[src/rtl/srr_defines.svh]
// Offsets, field positions, command codes and reset values for the readout
`ifndef SRR_DEFINES_SVH
`define SRR_DEFINES_SVH

// Register byte addresses on the AHB-Lite slave
`define SRR_ADDR_CFG      12'h000
`define SRR_ADDR_PRESS    12'h004
`define SRR_ADDR_STATUS   12'h008

// Configuration register field positions
`define SRR_CFG_PINSEL    0
`define SRR_CFG_ABSEN     1
`define SRR_CFG_FMTSEL    2
`define SRR_CFG_PLANESEL  3

// Reset values
`define SRR_CFG_RST       4'h0
`define SRR_PRESS_RST     16'h0000

// Status byte bit positions
`define SRR_ST_FRESH      0
`define SRR_ST_RSTDONE    1
`define SRR_ST_OVER       2
`define SRR_ST_PRESS      3
`define SRR_ST_ERR        4
`define SRR_ST_SINGLE     5
`define SRR_ST_WAKE       6
`define SRR_ST_CONT       7

// Command upper nibbles
`define SRR_CMD_CONT      4'h1
`define SRR_CMD_WAKE      4'h2
`define SRR_CMD_SINGLE    4'h3
`define SRR_CMD_READ      4'h4
`define SRR_CMD_RDREG     4'h5
`define SRR_CMD_WRREG     4'h6
`define SRR_CMD_IDLE      4'h8
`define SRR_CMD_RESET     4'hF

// Offset that maps a signed field to the unsigned output word
`define SRR_ZERO_FIELD    16'h8000

`endif

[src/rtl/srr_pkg.sv]
// Types shared by the status and result readout
package srr_pkg;
  typedef enum logic [1:0] {
    SRR_IDLE   = 2'b00,
    SRR_CONT   = 2'b01,
    SRR_WAKE   = 2'b10,
    SRR_SINGLE = 2'b11
  } srr_mode_t;
endpackage

[src/rtl/srr_readout.sv]
// Status byte and read-frame generator with SPI link and AHB-Lite config
//
// Decided for this implementation: the AHB-Lite register port and the register offsets.
`timescale 1ns/1ps
`include "srr_defines.svh"

module srr_readout (
  // Clock and reset
  input  wire logic        SYS_CLK,
  input  wire logic        RSTN,
  // AHB-Lite slave
  input  wire logic        HSEL,
  input  wire logic [31:0] HADDR,
  input  wire logic [1:0]  HTRANS,
  input  wire logic        HWRITE,
  input  wire logic [2:0]  HSIZE,
  input  wire logic [31:0] HWDATA,
  input  wire logic        HREADY,
  output logic      [31:0] HRDATA,
  output logic             HREADYOUT,
  output logic             HRESP,
  // SPI link, mode 3
  input  wire logic        CSN,
  input  wire logic        SCK,
  input  wire logic        SDI,
  output logic             SDO,
  output logic             SDO_OE,
  // Press output or trigger input pin
  input  wire logic        PRESS_TRIG_I,
  output logic             PRESS_TRIG_O,
  output logic             PRESS_TRIG_OE,
  // Measurement engine
  output srr_pkg::srr_mode_t MEAS_MODE,
  output logic      [3:0]  MEAS_GATE,
  output logic             MEAS_START,
  output logic             ANGLE_PLANE,
  input  wire logic        MEAS_DONE,
  input  wire logic        WAKE_CHANGE,
  input  wire logic [15:0] MEAS_TEMP,
  input  wire logic [15:0] MEAS_X,
  input  wire logic [15:0] MEAS_Y,
  input  wire logic [15:0] MEAS_Z,
  input  wire logic [15:0] MEAS_ANGLE,
  input  wire logic [15:0] MEAS_MAG,
  input  wire logic [15:0] PLANE_FIELD,
  input  wire logic [15:0] PRESENT_FIELD
);
  import srr_pkg::*;

  srr_mode_t   mode_r, mode_nxt;
  logic [3:0]  cfg_r;
  logic [15:0] press_cfg_r;
  logic [31:0] hrdata_r;
  logic        wr_pend_r;
  logic [11:0] wr_addr_r;
  logic [2:0]  csn_s, sck_s, trig_s;
  logic [1:0]  sdi_s;
  logic [3:0]  bit_cnt_r;
  logic [7:0]  cmd_r;
  logic [71:0] tx_r, frame_r;
  logic        load_pend_r, tx_en_r, read_pend_r;
  logic [3:0]  gate_r;
  logic [7:0]  status_r, status_nxt;
  logic        fresh_r, reset_done_r, press_r, over_r, start_r;
  logic        sck_rise, sck_fall, csn_rise, cmd_done;
  logic [7:0]  cmd_byte;
  logic        is_meas, is_reg, is_read, is_reset, cmd_err;
  logic        trig_start;
  logic        addr_ph;
  logic [63:0] words;

  // Bus slave never stalls and never errors
  assign HREADYOUT = 1'b1;
  assign HRESP     = 1'b0;
  assign HRDATA    = hrdata_r;
  assign addr_ph   = HSEL && HREADY && HTRANS[1];

  // Read data prepared in the address phase so it stands in the data phase
  always_ff @(posedge SYS_CLK) begin
    if (!RSTN) begin
      hrdata_r <= 32'h0000_0000;
    end else if (addr_ph && !HWRITE) begin
      unique case (HADDR[11:0])
        `SRR_ADDR_CFG:    hrdata_r <= {28'h000_0000, cfg_r};
        `SRR_ADDR_PRESS:  hrdata_r <= {16'h0000, press_cfg_r};
        `SRR_ADDR_STATUS: hrdata_r <= {22'h00_0000, mode_r, status_nxt};
        default:          hrdata_r <= 32'h0000_0000;
      endcase
    end
  end

  // Write address held over into the data phase
  always_ff @(posedge SYS_CLK) begin
    if (!RSTN) begin
      wr_pend_r <= 1'b0;
      wr_addr_r <= 12'h000;
    end else begin
      wr_pend_r <= addr_ph && HWRITE;
      wr_addr_r <= HADDR[11:0];
    end
  end

  // Configuration registers; unmapped writes are dropped
  always_ff @(posedge SYS_CLK) begin
    if (!RSTN) begin
      cfg_r       <= `SRR_CFG_RST;
      press_cfg_r <= `SRR_PRESS_RST;
    end else if (wr_pend_r) begin
      if (wr_addr_r == `SRR_ADDR_CFG)
        cfg_r <= HWDATA[3:0];
      if (wr_addr_r == `SRR_ADDR_PRESS)
        press_cfg_r <= HWDATA[15:0];
    end
  end

  assign ANGLE_PLANE = cfg_r[`SRR_CFG_PLANESEL];

  // Two-flop synchronisers; edges taken from stages two and three only
  always_ff @(posedge SYS_CLK) begin
    if (!RSTN) begin
      csn_s  <= 3'h7;
      sck_s  <= 3'h7;
      sdi_s  <= 2'h0;
      trig_s <= 3'h0;
    end else begin
      csn_s  <= {csn_s[1:0], CSN};
      sck_s  <= {sck_s[1:0], SCK};
      sdi_s  <= {sdi_s[0], SDI};
      trig_s <= {trig_s[1:0], PRESS_TRIG_I};
    end
  end

  assign sck_rise = !csn_s[1] && sck_s[1] && !sck_s[2];
  assign sck_fall = !csn_s[1] && !sck_s[1] && sck_s[2];
  assign csn_rise = csn_s[1] && !csn_s[2];
  assign cmd_done = sck_rise && (bit_cnt_r == 4'h7);
  assign cmd_byte = {cmd_r[6:0], sdi_s[1]};

  // Command bits counted on rising SCK, later bits ignored
  always_ff @(posedge SYS_CLK) begin
    if (!RSTN) begin
      bit_cnt_r <= 4'h0;
      cmd_r     <= 8'h00;
    end else if (csn_s[1]) begin
      bit_cnt_r <= 4'h0;
    end else if (sck_rise && bit_cnt_r != 4'h8) begin
      bit_cnt_r <= bit_cnt_r + 4'h1;
      cmd_r     <= cmd_byte;
    end
  end

  // Command decode from the byte as it completes
  always_comb begin
    is_meas  = cmd_byte[7:4] == `SRR_CMD_CONT ||
               cmd_byte[7:4] == `SRR_CMD_WAKE ||
               cmd_byte[7:4] == `SRR_CMD_SINGLE;
    is_reg   = cmd_byte[7:4] == `SRR_CMD_RDREG ||
               cmd_byte[7:4] == `SRR_CMD_WRREG;
    is_read  = cmd_byte[7:4] == `SRR_CMD_READ;
    is_reset = cmd_byte[7:4] == `SRR_CMD_RESET;
    cmd_err  = (is_meas && mode_r != SRR_IDLE) ||
               (is_reg && mode_r == SRR_CONT);
  end

  // Trigger pulse only counts while the pin is an input and idle
  assign trig_start = !cfg_r[`SRR_CFG_PINSEL] && trig_s[1] && !trig_s[2] &&
                      mode_r == SRR_IDLE && !cmd_done;

  // Mode after this cycle's command or completion
  always_comb begin
    mode_nxt = mode_r;
    if (cmd_done && is_reset) begin
      mode_nxt = SRR_IDLE;
    end else if (cmd_done && cmd_byte[7:4] == `SRR_CMD_IDLE) begin
      mode_nxt = SRR_IDLE;
    end else if (cmd_done && is_meas && mode_r == SRR_IDLE) begin
      mode_nxt = srr_mode_t'(cmd_byte[5:4]);
    end else if (trig_start) begin
      mode_nxt = SRR_SINGLE;
    end else if (mode_r == SRR_SINGLE && MEAS_DONE) begin
      mode_nxt = SRR_IDLE;
    end
  end

  // Status as answered for the command now completing
  always_comb begin
    status_nxt = 8'h00;
    status_nxt[`SRR_ST_CONT]    = mode_nxt == SRR_CONT;
    status_nxt[`SRR_ST_WAKE]    = mode_nxt == SRR_WAKE;
    status_nxt[`SRR_ST_SINGLE]  = mode_nxt == SRR_SINGLE;
    status_nxt[`SRR_ST_ERR]     = cmd_done && cmd_err;
    status_nxt[`SRR_ST_PRESS]   = press_r;
    status_nxt[`SRR_ST_OVER]    = over_r;
    status_nxt[`SRR_ST_RSTDONE] = reset_done_r;
    status_nxt[`SRR_ST_FRESH]   = fresh_r;
  end

  // Mode, item gate and start pulse toward the engine
  always_ff @(posedge SYS_CLK) begin
    if (!RSTN) begin
      mode_r  <= SRR_IDLE;
      gate_r  <= 4'h0;
      start_r <= 1'b0;
    end else begin
      mode_r  <= mode_nxt;
      start_r <= (cmd_done && is_meas && mode_r == SRR_IDLE) || trig_start;
      if (cmd_done && is_meas && mode_r == SRR_IDLE)
        gate_r <= cmd_byte[3:0];
      else if (cmd_done && is_reset)
        gate_r <= 4'h0;
    end
  end

  assign MEAS_MODE  = mode_r;
  assign MEAS_GATE  = gate_r;
  assign MEAS_START = start_r;

  // Reset-done shown once; a reset command re-arms it
  always_ff @(posedge SYS_CLK) begin
    if (!RSTN)
      reset_done_r <= 1'b0;
    else if (cmd_done)
      reset_done_r <= is_reset;
  end

  // Fresh flag: new data wins over a read finishing in the same cycle
  always_ff @(posedge SYS_CLK) begin
    if (!RSTN)
      fresh_r <= 1'b0;
    else if (MEAS_DONE && (mode_r == SRR_CONT || mode_r == SRR_SINGLE))
      fresh_r <= 1'b1;
    else if (WAKE_CHANGE && mode_r == SRR_WAKE)
      fresh_r <= 1'b1;
    else if (csn_rise && read_pend_r)
      fresh_r <= 1'b0;
  end

  // Threshold flags refreshed at every completed measurement
  always_ff @(posedge SYS_CLK) begin
    if (!RSTN) begin
      press_r <= 1'b0;
      over_r  <= 1'b0;
    end else if (MEAS_DONE) begin
      press_r <= cfg_r[`SRR_CFG_PINSEL] &&
                 PLANE_FIELD > {3'h0, press_cfg_r[12:0]};
      over_r  <= !cfg_r[`SRR_CFG_ABSEN] &&
                 PRESENT_FIELD > {press_cfg_r[15:13], 13'h0000};
    end
  end

  // Pin drives only in press mode; otherwise it is the trigger input
  assign PRESS_TRIG_OE = cfg_r[`SRR_CFG_PINSEL];
  assign PRESS_TRIG_O  = press_r && cfg_r[`SRR_CFG_PINSEL];

  // Words in T, X|A, Y|B, Z order; fields to offset form
  always_comb begin
    if (cfg_r[`SRR_CFG_FMTSEL])
      words = {MEAS_Z ^ `SRR_ZERO_FIELD, MEAS_MAG, MEAS_ANGLE,
               MEAS_TEMP};
    else
      words = {MEAS_Z ^ `SRR_ZERO_FIELD, MEAS_Y ^ `SRR_ZERO_FIELD,
               MEAS_X ^ `SRR_ZERO_FIELD, MEAS_TEMP};
  end

  // Packs status then gated words, high byte first, ungated skipped
  function automatic logic [71:0] pack_frame(input logic [7:0]  st,
                                             input logic [3:0]  gate,
                                             input logic [63:0] w);
    logic [71:0] f;
    integer      n;
    f = {st, 64'h0};
    n = 0;
    for (int i = 0; i < 4; i++) begin
      if (gate[i]) begin
        f[63 - 16 * n -: 16] = w[16 * i +: 16];
        n = n + 1;
      end
    end
    return f;
  endfunction

  // Frame captured as the command completes; reset gets no answer
  always_ff @(posedge SYS_CLK) begin
    if (!RSTN) begin
      frame_r     <= 72'h0;
      status_r    <= 8'h00;
      load_pend_r <= 1'b0;
      read_pend_r <= 1'b0;
    end else if (csn_s[1]) begin
      load_pend_r <= 1'b0;
      read_pend_r <= 1'b0;
    end else if (cmd_done) begin
      status_r    <= status_nxt;
      load_pend_r <= !is_reset;
      read_pend_r <= is_read;
      if (is_read)
        frame_r <= pack_frame(status_nxt, gate_r, words);
      else
        frame_r <= {status_nxt, 64'h0};
    end else if (sck_fall && load_pend_r) begin
      load_pend_r <= 1'b0;
    end
  end

  // Output shifter moves on falling SCK; zeros follow the frame
  always_ff @(posedge SYS_CLK) begin
    if (!RSTN) begin
      tx_r    <= 72'h0;
      tx_en_r <= 1'b0;
    end else if (csn_s[1]) begin
      tx_en_r <= 1'b0;
    end else if (sck_fall && load_pend_r) begin
      tx_r    <= frame_r;
      tx_en_r <= 1'b1;
    end else if (sck_fall && tx_en_r) begin
      tx_r <= {tx_r[70:0], 1'b0};
    end
  end

  assign SDO    = tx_r[71];
  assign SDO_OE = tx_en_r && !csn_s[1];
endmodule

[config.mk]
export PLATFORM = sky130hd
export DESIGN_NAME = srr_readout
export DESIGN_NICKNAME = d
export VERILOG_FILES = /design/src/rtl/srr_pkg.sv /design/src/rtl/srr_readout.sv
export VERILOG_INCLUDE_DIRS = /design/src /design/src/rtl
export SDC_FILE = /design/constraint.sdc
export NUM_CORES = 1
export LEC_CHECK = 0
export BUFFER_PORTS_ARGS = -buffer_cell sky130_fd_sc_hd__clkbuf_2
export CORE_UTILIZATION = 53
export CTS_CLUSTER_DIAMETER = 100
export DETAILED_ROUTE_END_ITERATION = 16
export MAX_ROUTING_LAYER = met4
export PLACE_DENSITY = 0.79
export SLEW_MARGIN = 20
export SYNTH_ARGS = -nofsm -noshare
export SYNTH_HDL_FRONTEND = slang
export SYNTH_SLANG_ARGS = --single-unit
[constraint.sdc]
create_clock -name SYS_CLK -period 4.1 [get_ports SYS_CLK]
set_input_delay 0.82 -clock SYS_CLK [delete_from_list [all_inputs] [get_ports SYS_CLK]]
set_output_delay 0.82 -clock SYS_CLK [all_outputs]
set_load 0.005 [all_outputs]
==> impl_metrics.env <==
export IMPL_status="finished, final reports clean"
export IMPL_numCtsBuffers=24
export IMPL_async_flop_share_pct=0
export IMPL_report_final_hold_viol_count=0
export IMPL_setup_viol=0
export IMPL_synth_area_sq_um=11000
export IMPL_routabilityCongestion=0.895
export IMPL_yosysWarningCount=0
export IMPL_slew_viol_final=0
export IMPL_antenna_left=0
export IMPL_num_antenna_cells=0
export IMPL_max_stage_delay_ns=0.62
export IMPL_ys_types=65
export IMPL_rsz0062_at_grt="no"
export IMPL_synth_edf_count=0
export IMPL_cts_resized_gates=0
export IMPL_period_minus_slack_ns=2.82
export IMPL_final_setup_tns_ns=0
export IMPL_overflow=0
export IMPL_grt_pass1_wl_um=46000
export IMPL_post_route_util_pct=62.8
export IMPL_fillers=1730
export IMPL_start_util_pct=54.2
export IMPL_syn2layout_area_growth_pct=15.7
export IMPL_clk_latency_ns=0.52
export IMPL_hpwl_um=19600
export IMPL_critPathKind="register to register"
export IMPL_die_h_um=146
export IMPL_fin_crit_sh_pct=68.9
export IMPL_hp_class="register to register"
export IMPL_hold_slack_ns=0.414
export IMPL_ir_drop_uv=315
export IMPL_core_area_sq_um=20400
export IMPL_regArea_sq_um=4590
export IMPL_start_kind="register"
export IMPL_nets=1594
export IMPL_syn_inst=1230
export IMPL_worstPathArrival_ns=3.26
export IMPL_fin_area_sq_um=12800
export IMPL_multiInputGateArea_sq_um=5860
export IMPL_grt_pass1_vias=9288
export IMPL_max_slew_margin_pct=33.2
export IMPL_clock_sinks=229
export IMPL_htreeDepth=1
export IMPL_synth_top_area_share_pct=41.5
export IMPL_io_pins=254
export IMPL_die_area_sq_um=21400
export IMPL_io_buffers=195
export IMPL_drv_cap=0
export IMPL_timing_fmax_mhz=354
export IMPL_postCtsSetupBuffers=0
export IMPL_path_delay_family="compound AO/OA/AOI/OAI gates"
export IMPL_worst_slew_pin_slew_ns=1.00
export IMPL_p_per_area_nw_per_um2=358
export IMPL_crit_required_ns=4.53
export IMPL_vias=9684
export IMPL_synth_largest_area_cell="dfxtp_1"
export IMPL_die_x_um=146
export IMPL_ys_ff_latch=229
export IMPL_cp_end_kind="register"
export IMPL_grt_use_total_pct=26.8
export IMPL_post_place_cells=1609
export IMPL_yosys_top_cells_area="dfxtp_1, mux2i_1, nor2_1"
export IMPL_antenna_found_initial=0
export IMPL_cp_num_buf_inv=1
export IMPL_path_clk_slew_ns=0.06
export IMPL_seq_area_frac_synth_pct=41.5
export IMPL_stdcell_count=1651
export IMPL_total_power_mw=4.58
export IMPL_layout_drive_gt1_share_pct=20.5
export IMPL_crit_path_max_fanout=16
export IMPL_p_leak_nw=5.12
export IMPL_dpl_worst_slack_ns=1.38
export IMPL_ys_flop_type="dfxtp_1"
export IMPL_crit_chain="inv_1, ha_1, nor2b_1, nand3b_1, o221ai_1, o211ai_1, a21oi_1"
export IMPL_drtIter0Drc=652
export IMPL_setup_ws_ns=1.28
export IMPL_place_area_sq_um=12000
export IMPL_via_per_inst=5.87
export IMPL_clock_skew_ns=0.0187
export IMPL_drcViolationCount=0
export IMPL_wl_um=28500
export IMPL_rows=52
export IMPL_cts_root_buf="clkbuf_16"
export IMPL_wl_per_cell_um=17.3
export IMPL_avgSynthCellArea_sq_um=8.98
export IMPL_slowest_stage="nand3b_1"
export IMPL_grt_max_degree=87
export IMPL_cts_max_path_buffers=3
export IMPL_holdBufCountCts=0
export IMPL_dr_pass1_iters=5
export IMPL_tritoncts="done"
[cell usage in the layout, fill, tap and decap left out, types with 16 or more instances in the layout]
cell type	instances
a211oi_1	71
conb_1	18
a21oi_1	50
nand3_1	31
buf_4	16
nand2_1	67
mux2_2	22
o21ai_1	18
o221ai_1	16
dfxtp_1	228
o211ai_1	20
a22oi_1	64
clkbuf_2	195
clkbuf_16	25
mux2i_1	125
and2_1	22
nor2_1	167
inv_1	33
ha_1	21
[report_power, final]
part           total (mW)  internal [mW]  switching, mW
Combinational       0.226         0.0997          0.126
Clock                2.10           1.25          0.851
Sequential           2.25           2.24        0.00956
Total                4.58           3.59          0.987
[state kept, by name (all words and copies together) (netlist names), 2 cells and up]
| name | flops |
|---|---|
| frame_r | 72 |
| sck_s | 3 |
| HRDATA | 16 |
| bit_cnt_r | 4 |
| MEAS_GATE | 4 |
| cfg_r | 4 |
| wr_addr_r | 12 |
| MEAS_MODE | 2 |
| csn_s | 3 |
| trig_s | 3 |
| press_cfg_r | 16 |
| sdi_s | 2 |
| tx_r | 72 |
| cmd_r | 7 |
[per-layer routing]
layer  GRT usage, %  vias up  part of all wire, %
met2           45.7      354                   49
met3           3.41       51                  6.1
li1               -     4694                    -
met5              -        -                    0
met4           7.86        0                  2.5
met1           33.1     4585                   42
[worst paths after layout]
check / from / endpoint / slack (ns) / cells past startpoint
worst max-delay path: MEAS_GATE[1]$_SDFFE_PN0P_ / frame_r[63]$_SDFFE_PN0P_ / 1.28 / 7
worst min-delay path: csn_s[0]$_SDFF_PN1_ / csn_s[1]$_SDFF_PN1_ / 0.41 / 1
worst max register to register: MEAS_GATE[1]$_SDFFE_PN0P_ / frame_r[63]$_SDFFE_PN0P_ / 1.28 / 7
worst min register to register: csn_s[0]$_SDFF_PN1_ / csn_s[1]$_SDFF_PN1_ / 0.41 / 1
[cells in the mapped netlist (12+ instances only)]
master    number
nand3_1       31
a32oi_1       12
mux2i_1      125
ha_1          21
buf_2         18
buf_4         28
nor2_1       167
a22o_1        12
a211oi_1      71
dfxtp_1      229
clkbuf_1      67
o211ai_1      20
mux2_2        22
nand2b_1      12
a21oi_1       50
o221ai_1      16
o21ai_1       19
nand2_1       68
a22oi_1       64
inv_1         33
and2_1        23
[layout make-up]
class	instances	share of cell area, %
clock buffers	38	5.90
clock inverters	4	0.157
inverters	34	1.02
repair buffers	211	8.58
multi-input cells	865	45.8
well taps	270	2.64
flip-flops and latches	229	35.9
[cells by family after synthesis]
group / Yosys count / share of synthesized area, %
compound gates: 309 / 19.9
xor+xnor: 3 / 0.238
fa+ha+maj: 21 / 2.38
buf+inv: 152 / 6.32
flops: 229 / 41.5
mux: 151 / 14.0
other cells: 2 / 0.0680
simple gates: 363 / 15.6
Power figures use the tool's default switching activity.
